<file path="src/logic/bru_pkg.sv">
// Package of opcodes, carriers and reset values for the byte rotate unit
package bru_pkg;

    // ****************************************
    // Opcodes
    // ****************************************
    typedef enum logic [2:0] {
        rotate_left_to_working,
        rotate_left_through_flag_in_place,
        rotate_left_through_flag_to_working,
        rotate_right_in_place,
        rotate_right_to_working,
        rotate_right_through_flag_in_place,
        rotate_right_through_flag_to_working
    } bru_op_e;

    // ****************************************
    // Carriers
    // ****************************************
    typedef struct packed {
        logic       valid;
        bru_op_e    op;
        logic [7:0] addr;
        logic [7:0] operand;
    } bru_req_s;

    typedef struct packed {
        logic       mem_we;
        logic [7:0] mem_addr;
        logic [7:0] mem_data;
        logic       work_we;
        logic [7:0] work_data;
        logic       flag_we;
    } bru_res_s;

    // ****************************************
    // Widths and reset values
    // ****************************************
    localparam int         BYTE_MSB    = 7;
    localparam logic       FLAG_RESET  = 1'b0;
    localparam logic       STROBE_RESET = 1'b0;
    localparam logic [7:0] BYTE_RESET  = 8'h00;

endpackage : bru_pkg

</file>
<file path="src/logic/bru_rotator.sv">
// Combinational one-bit rotator with optional nine-bit path through a flag
`timescale 1ns/1ps
`default_nettype none
module bru_rotator
(
    // Operand and flag
    input  wire logic [7:0] operand,
    input  wire logic       flag_in,
    // Control
    input  wire logic       dir_right,
    input  wire logic       through_flag,
    // Result
    output logic      [7:0] result,
    output logic            flag_out
);

    // ****************************************
    // Rotate
    // ****************************************
    always_comb
    begin
        if (dir_right)
        begin
            result   = {through_flag ? flag_in : operand[0], operand[7:1]};
            flag_out = operand[0];
        end
        else
        begin
            result   = {operand[6:0], through_flag ? flag_in : operand[7]};
            flag_out = operand[7];
        end
    end

endmodule : bru_rotator
`default_nettype wire

</file>
<file path="src/logic/byte_rotate_unit.sv">
// Top of the byte rotate unit: decode, rotate and registered write-back
// ****************************************
// Overview of operation
// - Left rotate to working register, bit 7 into bit 0, memory untouched.
// - Nine-bit left rotate through flag, written back to memory.
// - Nine-bit left rotate through flag, result to working register.
// - Right rotate in place, bit 0 into bit 7, flag untouched.
// - Right rotate to working register, memory and flag untouched.
// - Nine-bit right rotate through flag, written back to memory.
// ****************************************
`timescale 1ns/1ps
`default_nettype none
module byte_rotate_unit
(
    // Clock and reset
    input  wire logic              clk,
    input  wire logic              rst_n,
    // Request from decoder
    input  wire bru_pkg::bru_req_s req,
    // Write-back to memory, working register and flag
    output bru_pkg::bru_res_s      res,
    output logic                   rot_in_out_flag
);

    // ****************************************
    // Decode
    // ****************************************
    logic       dir_right;
    logic       through_flag;
    logic       to_mem;
    logic       uses_flag;
    logic [7:0] rot_result;
    logic       rot_flag;

    always_comb
    begin
        dir_right    = 1'b0;
        through_flag = 1'b0;
        to_mem       = 1'b0;
        uses_flag    = 1'b0;
        case (req.op)
            bru_pkg::rotate_left_to_working:
            begin
                to_mem = 1'b0;
            end
            bru_pkg::rotate_left_through_flag_in_place:
            begin
                through_flag = 1'b1;
                to_mem       = 1'b1;
                uses_flag    = 1'b1;
            end
            bru_pkg::rotate_left_through_flag_to_working:
            begin
                through_flag = 1'b1;
                uses_flag    = 1'b1;
            end
            bru_pkg::rotate_right_in_place:
            begin
                dir_right = 1'b1;
                to_mem    = 1'b1;
            end
            bru_pkg::rotate_right_to_working:
            begin
                dir_right = 1'b1;
            end
            bru_pkg::rotate_right_through_flag_in_place:
            begin
                dir_right    = 1'b1;
                through_flag = 1'b1;
                to_mem       = 1'b1;
                uses_flag    = 1'b1;
            end
            bru_pkg::rotate_right_through_flag_to_working:
            begin
                dir_right    = 1'b1;
                through_flag = 1'b1;
                uses_flag    = 1'b1;
            end
            default:
            begin
                to_mem = 1'b0;
            end
        endcase
    end

    // ****************************************
    // Rotator
    // ****************************************
    bru_rotator u_rot
    (
        .operand      (req.operand),
        .flag_in      (rot_in_out_flag),
        .dir_right    (dir_right),
        .through_flag (through_flag),
        .result       (rot_result),
        .flag_out     (rot_flag)
    );

    // ****************************************
    // Write-back registers
    // ****************************************
    logic       mem_we;
    logic [7:0] mem_addr;
    logic [7:0] mem_data;
    logic       work_we;
    logic [7:0] work_data;
    logic       flag_we;

    // ****************************************
    // Output
    // ****************************************
    assign res = '{
        mem_we:    mem_we,
        mem_addr:  mem_addr,
        mem_data:  mem_data,
        work_we:   work_we,
        work_data: work_data,
        flag_we:   flag_we
    };

    // ****************************************
    // Memory write strobe
    // ****************************************
    always_ff @(posedge clk)
    begin
        if (!rst_n)
        begin
            mem_we <= bru_pkg::STROBE_RESET;
        end
        else
        begin
            mem_we <= req.valid && to_mem;
        end
    end

    // ****************************************
    // Memory write address
    // ****************************************
    always_ff @(posedge clk)
    begin
        if (!rst_n)
        begin
            mem_addr <= bru_pkg::BYTE_RESET;
        end
        else
        begin
            mem_addr <= req.addr;
        end
    end

    // ****************************************
    // Memory write data
    // ****************************************
    always_ff @(posedge clk)
    begin
        if (!rst_n)
        begin
            mem_data <= bru_pkg::BYTE_RESET;
        end
        else
        begin
            mem_data <= to_mem ? rot_result : bru_pkg::BYTE_RESET;
        end
    end

    // ****************************************
    // Working register strobe
    // ****************************************
    always_ff @(posedge clk)
    begin
        if (!rst_n)
        begin
            work_we <= bru_pkg::STROBE_RESET;
        end
        else
        begin
            work_we <= req.valid && !to_mem;
        end
    end

    // ****************************************
    // Working register data
    // ****************************************
    always_ff @(posedge clk)
    begin
        if (!rst_n)
        begin
            work_data <= bru_pkg::BYTE_RESET;
        end
        else
        begin
            work_data <= to_mem ? bru_pkg::BYTE_RESET : rot_result;
        end
    end

    // ****************************************
    // Flag write strobe
    // ****************************************
    always_ff @(posedge clk)
    begin
        if (!rst_n)
        begin
            flag_we <= bru_pkg::STROBE_RESET;
        end
        else
        begin
            flag_we <= req.valid && uses_flag;
        end
    end

    // ****************************************
    // Flag
    // ****************************************
    always_ff @(posedge clk)
    begin
        if (!rst_n)
        begin
            rot_in_out_flag <= bru_pkg::FLAG_RESET;
        end
        else if (req.valid && uses_flag)
        begin
            rot_in_out_flag <= rot_flag;
        end
    end

endmodule : byte_rotate_unit
`default_nettype wire

</file>
<file path="config.mk">
export PLATFORM = sky130hd
export DESIGN_NAME = byte_rotate_unit
export DESIGN_NICKNAME = d
export VERILOG_FILES = /design/src/logic/bru_pkg.sv /design/src/logic/bru_rotator.sv /design/src/logic/byte_rotate_unit.sv
export SDC_FILE = /design/constraint.sdc
export NUM_CORES = 1
export LEC_CHECK = 0
export BUFFER_PORTS_ARGS = -buffer_cell sky130_fd_sc_hd__buf_4
export CORE_MARGIN = 5
export CORE_UTILIZATION = 45
export CTS_CLUSTER_SIZE = 25
export DETAILED_ROUTE_END_ITERATION = 16
export MAX_ROUTING_LAYER = met4
export PLACE_DENSITY = 0.77
export SLEW_MARGIN = 20
export SYNTH_ARGS = -nofsm -noshare
export SYNTH_HDL_FRONTEND = slang
export SYNTH_SLANG_ARGS = --single-unit
export TNS_END_PERCENT = 20
</file>
<file path="constraint.sdc">
create_clock -name clk -period 1.5 [get_ports clk]
set_clock_uncertainty 0.1 [all_clocks]
set_input_delay 0.3 -clock clk [delete_from_list [all_inputs] [get_ports clk]]
set_output_delay 0.3 -clock clk [all_outputs]
set_load 0.005 [all_outputs]
</file>
# After elaboration in Yosys (flattened, before gate mapping)
# Index checks and enable logic that the tools add are counted.
word_totals:
  ff_bits: 28
  latchBits: 0
  ram_bits: 0
  rom_bits: 0
  in_bits: 22
  out_inout_bits: 28
  word_cells: 30
  mem_count: 0
op_classes:
  n_addsub: 0
  mul: 0
  n_div: 0
  n_lt_le_gt_ge: 0
  n_eq_ne: 6
  shifts: 0
  mux: 7
  bitwise_logic: 1
  n_reduce_logical: 9
ops:
  columns: ["operator", "count"]
  rows:
  - ["$eq 3x3->1 const B", 3]
  - ["$mux 8", 1]
  - ["$reduce_or 4->1", 2]
  - ["$eq 3x2->1 const B", 2]
  - ["$mux 1", 6]
  - ["$eq 3x1->1 const B", 1]
  - ["$logic_and 1x1->1", 3]
  - ["$reduce_or 3->1", 1]
  - ["$reduce_and 2->1", 1]
  - ["$reduce_or 2->1", 1]
  - ["$logic_not 1->1", 1]
  - ["$not 1->1", 1]

# Longest topological paths before layout
# Gate-level depths: netlist (run 1).
depth:
  depth_word: 5
  depth_mapped: 5
  mapped_depth_nobuf: 3

# By module
# A second synthesis (run 1) with hierarchy kept.
unflattened:
  cells_unflattened: 82
  area_unflattened_um2: 980.9
modules_own_cells:
  columns: ["module", "n_inst", "cells_per_inst", "area_per_inst_um2", "seq_area_each_um2"]
  rows:
  - ["byte_rotate_unit", 1, 68, 830.8, 560.5]
  - ["bru_rotator", 1, 14, 150.1, 0.0]

# Worst setup path after synthesis (run 1)
# No wires, ideal clock.
synth_path:
  path_type: "input-to-reg"
  from: "input req[18] (netlist name)"
  to: "register work_data[1]"
  setup_ns: 0.115
  arrival_time_ns: 0.961
  required_time_ns: 1.285
  slack_ns: 0.324
  path_stages: 5
  path_buffers: 2
  path_cell_list: "buf_6 and3_1 buf_2 o2bb2ai_1 and2_1"
synth_via:
  elab_chain_len: 4
  elab_cells_between_ends: 11
  classes_between: "eq/ne: 5; mux: 3; reduce/logical: 3"
synth_rtl:
  columns: ["item", "line", "text"]
  rows:
  - ["start: declaration", "byte_rotate_unit.sv:19", "input wire bru_pkg::bru_req_s req,"]
  - ["$eq 3x3->1, or another cell as far along", "byte_rotate_unit.sv:41", "case (req.op)"]
  - ["$reduce_or 4->1 (no source line) or $reduce_or 3->1 (tied branches)", null, null]
  - ["$mux 1", "byte_rotate_unit.sv:41", null]
  - ["$mux 8 or $reduce_or 2->1 (tied branches)", null, null]
  - ["end signal: assignment", "byte_rotate_unit.sv:188", "work_data <= bru_pkg::BYTE_RESET;"]
  - ["end signal: assignment", "byte_rotate_unit.sv:192", "work_data <= to_mem ? bru_pkg::BYTE_RESET : rot_result;"]
  - ["end: declaration", "byte_rotate_unit.sv:106", "logic [7:0] work_data;"]
# Several ways; a longest one is shown, not always the timed one.
# A chain may end at the register's enable or synchronous reset.

# Worst setup path after layout (run 1)
layout_path:
  from: "register rot_in_out_flag"
  to: "output rot_in_out_flag"
layout_rtl:
  columns: ["item", "line", "text"]
  rows:
  - ["start: declaration", "byte_rotate_unit.sv:22", "output logic rot_in_out_flag"]
  - ["start signal: assignment", "byte_rotate_unit.sv:218", "rot_in_out_flag <= bru_pkg::FLAG_RESET;"]
  - ["start signal: assignment", "byte_rotate_unit.sv:222", "rot_in_out_flag <= rot_flag;"]
# No word-level cell between the ends.

==> results of run 1 <==
sequential cells by signal, summed over array words and instances (netlist names):
signal / cells
mem_addr: 8
mem_data: 8
work_data: 8
flag_we: 1
mem_we: 1
rot_in_out_flag: 1
work_we: 1
power by group:
part           internal, uW  switching [uW]  leakage (uW)
combinational           130             110      0.000438
clock                   148             210     0.0000210
sequential              784            11.8      0.000231
total                  1060             332      0.000690
routing by layer:
metal / global-route usage / share of wire / vias up / routed length, um
li1: - / - / 475 / -
met1: 0.196 / 0.42 / 445 / 1070
met2: 0.258 / 0.49 / 28 / 1240
met3: 0.0130 / 0.069 / 5 / 175
met4: 0.0475 / 0.015 / 0 / 38
met5: - / 0 / - / 0
how the worst max path moves through the flow:
stage	endpoint	from	cells past startpoint
2_1_floorplan	work_data[1]	req[18]	5
3_3_place_gp	work_data[0]	req[17]	4
3_5_place_dp	work_data[0]	req[17]	4
4_1_cts	rot_in_out_flag	rot_in_out_flag	1
5_1_grt	rot_in_out_flag	rot_in_out_flag	1
6_report	rot_in_out_flag	rot_in_out_flag	1
layout by cell type (no fill, tap or decap), drive strengths merged:
cell type / synthesis / layout
o31a: 1 / 1
o21bai: 1 / 1
and2: 16 / 16
nor2b: 1 / 1
xnor2: 1 / 1
inv: 3 / 3
mux2i: 7 / 7
o22ai: 2 / 2
nor3: 2 / 2
a211oi: 8 / 8
nor3b: 1 / 1
nand2b: 2 / 2
nand4: 1 / 1
o311a: 1 / 1
a21oi: 6 / 6
o21a: 1 / 1
o21ai: 1 / 1
and3: 1 / 1
dfxtp: 28 / 28
a311oi: 1 / 1
o2bb2ai: 5 / 5
clkbuf: 1 / 4
nand2: 11 / 11
nor2: 2 / 2
buf: 10 / 49
cell type report:
class	count	area [um2]
inverters	3	11.3
multi-input cells	72	475
flip-flops and latches	28	561
repair buffers	49	368
well taps	30	37.5
clock buffers	4	36.3
fillers	214	943
cell families after synthesis:
family | count (synthesis) | share of synthesized area
buffers and inverters | 14 | 0.0841
multiplexers | 7 | 0.0619
AO/OA/AOI/OAI | 27 | 0.176
XOR/XNOR | 1 | 0.00774
flip-flops | 28 | 0.496
AND/OR/NAND/NOR | 37 | 0.175
metrics by stage:
stage	cells	util
after floorplan	114	-
after global routing	186	0.612
after detailed placement	182	0.597
after CTS	186	0.612
after global placement	182	0.597
final	186	0.612
==> results.md, run 1 <==
Outcome:
- The run finished with clean final reports.

Placement:
- The count of buffers from port buffering is 49.
- Routability-driven placement finished with a final weighted congestion of 0.840.
- The post-detailed-placement half-perimeter wirelength is 1.92 mm.
- The worst setup slack before clock tree synthesis is 0.169 ns.
- After detailed placement, the total cell area comes to 1450 um2.

GRT:
- The initial antenna violation count is 0.
- The total routing resource utilization after global routing is 0.154.
- After global routing the overflow that remains totals 0.
- Entering global routing, the biggest net connects 20 pins.
- The first global-routing pass estimated 4.21 mm of wire.
- The via count of the first global-routing pass is 910.

Timing:
- The total count of hold-check failures in the final report is 0.
- The relative max-transition margin is 0.785.
- The share of the clock period used by the worst path is 0.843.
- The shortest clock period the worst path allows after layout is 1.26 ns.
- The transition time at the pin with the least slew margin is 0.322 ns.
- Setup violations remaining at the end of the flow were counted as 0.
- The total count of max-transition violations in the final report is 0.
- Once routing completed, OpenROAD measured the worst setup slack at 0.235 ns.
- On the final layout, the worst hold slack is 0.0752 ns.
- Summed over all failing endpoints, the final setup total negative slack is 0 ns.
- Setup repair after global routing left no endpoint under its margin.
- The maximum clock frequency is 0.791 GHz.

Synthesis:
- The number of flops mapped to enable cells by yosys is 0.
- Counting flops with an async set or reset pin after synthesis yields a share of 0.
- Sorting the synthesized cells by area gives the leading types as sky130_fd_sc_hd__dfxtp_1 (50%), sky130_fd_sc_hd__and2_1 (8.8%), sky130_fd_sc_hd__mux2i_1 (6.2%), sky130_fd_sc_hd__a211oi_1 (4.6%), sky130_fd_sc_hd__o2bb2ai_1 (3.9%).
- The area share of the leading cell type in the synthesized netlist is 0.496.
- The distinct cell type count of the synthesized netlist is 30.
- The most numerous cell in the Yosys netlist is sky130_fd_sc_hd__dfxtp_1.
- The average footprint of a synthesized cell is 9.92 um2.
- The cell taking the most area after synthesis is sky130_fd_sc_hd__dfxtp_1.
- The fraction of the yosys area taken by sequential cells is 0.496.
- Counting instances in the post-synthesis netlist gives the leading cell types as sky130_fd_sc_hd__dfxtp_1 (28), sky130_fd_sc_hd__and2_1 (16), sky130_fd_sc_hd__nand2_1 (11), sky130_fd_sc_hd__a211oi_1 (7), sky130_fd_sc_hd__mux2i_1 (7).
- The most common flop cell mapped by yosys is sky130_fd_sc_hd__dfxtp_1.
- In this run, synthesis produced a sequential element count of 28.
- The post-synthesis instance total is 114.
- The total of warnings raised by yosys is 0.
- The net count after synthesis is 136.
- The mapped netlist covers 1130 um2.

Route:
- After detailed routing, the number of remaining DRC violations is 0.
- The average detailed-routed wire length per instance is 13.6 um.
- In this run, the number of DRC markers left after iteration 0 of detailed routing was 12.
- The count of antenna-violating nets left after detailed routing is 0.
- Using the TritonRoute via totals, the vias-per-cell ratio works out to 5.12.
- The final layout contains routed wiring with a total length of 2.52 mm.
- The routed layout has 953 vias.
- The first-pass iteration count of the detailed router is 4.

Pwr:
- Across the VDD grid, the largest voltage drop is 0.589 mV.
- The power density over the cells is 936 nW/um2.
- The completed layout was analyzed and its total power is 1390 uW.
- The static leakage is 0.000690 uW.

Clocking:
- The clock buffer count from CTS is 3.
- The number of resized instances in the post-cts repair step is 0.
- The number of buffers inserted for hold repair after clock tree synthesis is 0.
- The clock latency on the worst-skew pair is 0.31 ns.
- The cell sitting at the root of the clock tree is a sky130_fd_sc_hd__clkbuf_4.
- The level count of the clock H-tree is 1.
- The clock passes through at most 2 buffers.
- The count of clock tree sinks is 28.
- Clock-pin slew was measured on the worst setup and hold paths at 0.15 ns.
- The CTS tree is yes.
- The number of setup buffers added after CTS is 0.

Setup path:
- The worst reg2reg path endpoint is work_data[0].
- The length in cells of the worst reg-to-reg path is 3.
- Traced cell by cell, the critical path runs through buf_4.
- The setup check on the worst reg-to-reg path leaves a slack of 0.35 ns.
- In this run the worst path has a maximum fanout of 5.
- The worst-path cell with the longest stage delay is sky130_fd_sc_hd__dfxtp_1.
- The critical path data required time is 1.10 ns.
- The data arrival time at the worst-slack endpoint is 0.86 ns.
- The worst setup path is captured at an output pin.
- On the critical path the largest part of the delay comes from flip-flops.
- In this run the critical register-to-register path is launched from rot_in_out_flag.
- The longest individual stage delay on the worst path is 0.41 ns.
- Counting both buffers and inverters, the worst setup path holds a total of 1.
- The critical path is of the flop to output pin type.
- The worst setup path is launched from a flop.

Min path:
- Along the worst hold path, the cell count comes to 2.
- The end of the worst hold path is mem_addr[6].
- In this run the most critical hold path is launched from req[14].
- The worst hold path belongs to the class primary input to flop.

Die:
- The horizontal die dimension is 60.1 um.
- The floorplan die area is 3620 um2.
- The die height is 60.1 um.
- 50 I/O pins were placed.
- The number of placement rows is 18.
- For this configuration, the core starts out at a cell density of 0.465.
- After floorplanning, the core was sized to cover 2430 um2.

Finish:
- In the final design database the tool counted 179 nets.
- After routing the design area is 1490 um2.
- In the final layout, the share of cells above drive strength 1 is 0.353.
- The repair_antennas step left the layout with diodes totalling 0.
- The area growth from synthesis to final layout is 31.6%.

Flow run:
- The tool flagged a number of max-cap violations equal to 0.
No activity file was read; power rests on OpenSTA's default activity.
==> run 2: changes to the inputs <==
--- a/config.mk
+++ b/config.mk
@@ -5,13 +5,14 @@
 export SDC_FILE = /design/constraint.sdc
 export NUM_CORES = 1
 export LEC_CHECK = 0
+export ABC_AREA = 1
 export BUFFER_PORTS_ARGS = -buffer_cell sky130_fd_sc_hd__buf_4
 export CORE_MARGIN = 5
-export CORE_UTILIZATION = 45
+export CORE_UTILIZATION = 39
 export CTS_CLUSTER_SIZE = 25
 export DETAILED_ROUTE_END_ITERATION = 16
 export MAX_ROUTING_LAYER = met4
-export PLACE_DENSITY = 0.77
+export PLACE_DENSITY = 0.73
 export SLEW_MARGIN = 20
 export SYNTH_ARGS = -nofsm -noshare
 export SYNTH_HDL_FRONTEND = slang
==> constraint.sdc (replaced) <==
create_clock -name clk -period 1.1 [get_ports clk]
set_clock_uncertainty 0.1 [all_clocks]
set_input_delay 0.22 -clock clk [delete_from_list [all_inputs] [get_ports clk]]
set_output_delay 0.22 -clock clk [all_outputs]
set_load 0.005 [all_outputs]
==> run 2 against run 1 <==
  * The flow now finishes with violations (setup timing)
  * Sequential power is 38% higher
  * Global-route usage is 1.2 points lower
  * Sequential cell count stayed put
  * Worst setup slack worse by 0.24 ns
  * Largest cell class unchanged
  * Sequential share of layout area is 0.20 points lower
  * Highest routed layer unchanged
  * Clock power is 11% higher
  * Critical path type unchanged
==> results.md, run 2 <==
Outcome:
- The flow ran to the end, but the final reports show violations.
- The final reports fail on setup timing.

Pwr:
- The power density over the cells is 1220 nW/um2 (+30%).
- The switching power total came to 446 uW (+34%).
- The switching portion of total power was 0.240 (+0.00214).
- The sequential cell fraction of total power is 0.591 (+0.020).
- The relative contribution of the clock network to total power was 0.214 (-0.043).
- The overall power after layout is 1850 uW (+33%).
- The total internal power is 1410 uW (+33%).
- The static leakage is 0.000833 uW (+21%).
- The maximum VDD drop came to 0.820 mV (+39%).
- The power share of the combinational group is 0.195 (+0.023).

Synthesis:
- The total of warnings raised by yosys is 0 (unchanged).
- The commonest cells after synthesis are sky130_fd_sc_hd__dfxtp_1 (28), sky130_fd_sc_hd__nand2_1 (26), sky130_fd_sc_hd__inv_1 (20), sky130_fd_sc_hd__nor2_1 (19), sky130_fd_sc_hd__nand3_1 (6).
- Summed over all instances, the cell type with the most area after synthesis is sky130_fd_sc_hd__dfxtp_1.
- The fraction of registers with async set/reset is 0 (unchanged).
- The number of register bits inferred by synthesis is 28 (unchanged).
- The average footprint of a synthesized cell is 8.31 um2 (-16%).
- The area share of the leading cell type in the synthesized netlist is 0.582 (+0.0862).
- The fraction of the yosys area taken by sequential cells is 0.582 (+0.0862).
- The post-synthesis instance total came to 116 (+1.8%).
- The number of flops mapped to enable cells by yosys is 0 (unchanged).
- The distinct cell type count of the synthesized netlist is 16 (-47%).
- The post-synthesis instance area was 963 um2 (-15%).
- After synthesis, the cell types taking the most area are sky130_fd_sc_hd__dfxtp_1 (58%), sky130_fd_sc_hd__nand2_1 (10%), sky130_fd_sc_hd__inv_1 (7.8%), sky130_fd_sc_hd__nor2_1 (7.4%), sky130_fd_sc_hd__nand3_1 (3.1%).
- In the synthesized netlist the dominant register cell turns out to be sky130_fd_sc_hd__dfxtp_1.
- The most numerous cell in the Yosys netlist is sky130_fd_sc_hd__dfxtp_1.
- The net count after synthesis is 138 (+1.5%).

Setup path:
- The data arrival time at the worst-slack endpoint is 0.78 ns (-0.08 ns).
- Walking the worst path, the cells encountered are buf_4.
- The worst reg2reg path endpoint is mem_data[0].
- The longest individual stage delay on the worst path is 0.33 ns (-0.08 ns).
- The critical path data required time is 0.78 ns (-0.32 ns).
- The length in cells of the worst reg-to-reg path came to 5 (+2).
- The startpoint of the lowest-slack register-to-register path is rot_in_out_flag.
- The maximum net fanout on the critical path is 1 (-4).
- The worst setup path is captured at an output pin.
- The minimum setup slack among reg-to-reg paths is 0.15 ns (-0.20 ns).
- The worst-path cell with the longest stage delay is sky130_fd_sc_hd__dfxtp_1.
- STA classifies the critical path startpoint as a flop.
- The buffers plus inverters on the worst setup path is 1 (unchanged).
- The critical path start-end classification is flop to output pin.
- The kind of cell adding the most delay to the critical path is flip-flops.

Die:
- The floorplan die area is 3560 um2 (-1.4%).
- The horizontal die dimension is 59.7 um (-0.72%).
- The area of the core is 2410 um2 (-0.93%).
- The number of placement rows came to 18 (unchanged).
- The die height is 59.7 um (-0.72%).
- The top-level port count is 50 (unchanged).
- The starting density of the core was 0.400 (-0.0652).

Min path:
- The beginning of the worst hold path is req[19].
- The min-delay analysis places its worst path in the category primary input to flop.
- The hold path depth was 3 (+1).
- The end of the worst hold path is work_we.

Timing:
- For this run, the top clock speed supported by timing is 0.909 GHz.
- The transition time at the pin with the least slew margin is 0.271 ns (-0.0512 ns).
- The count of endpoints failing setup in the final report was 1 (+1).
- The shortest clock period the worst path allows after layout is 1.10 ns.
- The relative max-transition margin came to 0.817 (+0.0325).
- The total count of hold-check failures in the final report is 0 (unchanged).
- In the finished design, the share of the clock period the worst path needs comes to 1.00.
- The final hold slack is 0.0409 ns (-0.0343 ns).
- The smallest setup slack after layout is -0.000118 ns (-0.235 ns).
- The total count of max-transition violations in the final report is 0 (unchanged).
- Setup repair after global routing could not meet its margin everywhere.

Route:
- The routed wire length is 2.29 mm (-9.3%).
- The first-pass iteration count of the detailed router is 4 (unchanged).
- The average detailed-routed wire length per instance is 11.0 um (-19%).
- The number of DRC violations after detailed routing was 0 (unchanged).
- The vias after detailed routing is 891 (-6.5%).
- The count of antenna-violating nets left after detailed routing is 0 (unchanged).
- The count of routing violations after the opening detailed-route iteration is 11 (-1).
- The vias per cell was 4.30 (-16%).

Finish:
- The fraction of final layout cells with drive strength greater than 1 was 0.407 (+0.0542).
- In the layout the commonest cells are sky130_fd_sc_hd__buf_4 (46), sky130_fd_sc_hd__nand2_1 (26), sky130_fd_sc_hd__dfxtp_1 (21).
- The net total in the final layout is 201 (+12%).
- The number of diodes added for antenna fixing is 0 (unchanged).
- Leaving out fill and tap cells, the most frequent cell in the layout is sky130_fd_sc_hd__buf_4.
- The largest registers in the layout are mem_addr: 8 flops, mem_data: 8 flops, work_data: 8 flops.
- Relative to the synthesized area, the layout overhead comes to 57.8%.

Clocking:
- The cell sitting at the root of the clock tree is a sky130_fd_sc_hd__clkbuf_4.
- The register clock-pin slew on the reported worst setup and hold paths is 0.13 ns (-0.02 ns).
- The clock latency on the worst-skew pair is 0.32 ns (about the same).
- The level count of the clock H-tree came to 1 (unchanged).
- The clock buffer count from CTS is 3 (unchanged).
- TritonCTS built the clock tree.
- The maximum buffer depth of the clock tree is 2 (unchanged).
- The count of clock tree sinks is 28 (unchanged).

GRT:
- The via count of the first global-routing pass is 924 (+1.5%).
- The largest net degree at the start of global routing is 15 (-25%).
- The total routing resource utilization after global routing is 0.142 (-0.0118).
- The global-route wire length before repair is 3.73 mm (-11%).
- The initial antenna violation count is 0 (unchanged).
- The remaining global-route overflow is 0 (unchanged).

Placement:
- The post-detailed-placement half-perimeter wirelength is 1.76 mm (-8.2%).
- The count of buffers from port buffering is 49 (unchanged).
- The global placer's final weighted congestion was 0.775 (-7.7%).

Flow run:
- The reported max-cap violation count is 0 (unchanged).
## run 2: tightest hold or removal path, delay by kind of cell
kind	cells	cell delay, ns
buffers and inverters	2	0.12
and+or+nand+nor	1	0.09
## run 2: power groups by stage
stage / clock [uW] / combinational [uW] / sequential, uW
5_1_grt: 457 / 400 / 1100
3_3_place_gp: 0 / 319 / 1110
6_report: 396 / 361 / 1100
2_1_floorplan: 0 / 132 / 1120
4_1_cts: 407 / 357 / 1090
3_5_place_dp: 0 / 326 / 1120
## run 2: how the worst max path moves through the flow
stage	slack, ns	cells past startpoint	to	from
floorplan	0.10	6	mem_data[3]	req[18]
global placement	-0.04	6	work_data[5]	req[16]
detailed placement	-0.12	6	mem_data[5]	req[16]
CTS	-0.009	1	res[2]	work_data[1]
global route	-0.04	1	rot_in_out_flag	rot_in_out_flag
finish	-0.0001	1	res[5]	work_data[4]
## run 2: final cells by class
class                      instances  area [um2]
multi-input combinational         63         292
inverter                          21        83.8
timing repair buffer              62         515
clock buffer                       3        22.5
fill                             202         890
tap                               30        37.5
sequential                        28         569
## run 2: per-stage QoR
step,TNS [ns],std cells,utilization,area [um2],worst slack [ns]
after global routing,-0.698,207,0.631,1520,-0.0359
after detailed placement,-1.16,195,0.569,1370,-0.123
after CTS,-0.0206,207,0.619,1490,-0.00945
final,-0.000118,207,0.631,1520,-0.000118
after global placement,-0.272,195,0.569,1370,-0.0420
after floorplan,0,116,-,963,0.101
## run 2: layer usage
metal	routed length [um]	GRT usage
met2	1250	0.252
met3	112	0.0194
met5	0	-
met1	821	0.152
met4	97	0.0759
## run 2: timing repair
action / 4_1_cts / 5_1_grt
buffers inserted: 1 / 0
pin swaps: 0 / 0
hold buffers: 8 / 0
endpoints found under the setup margin: 6 / 28
endpoints found under the hold margin: 8 / 0
resized for setup: 4 / 11
## run 2: cell families after synthesis
logic type	share of synthesized area
AND/OR/NAND/NOR	0.245
buffers and inverters	0.116
AO/OA/AOI/OAI	0.0571
flip-flops	0.582
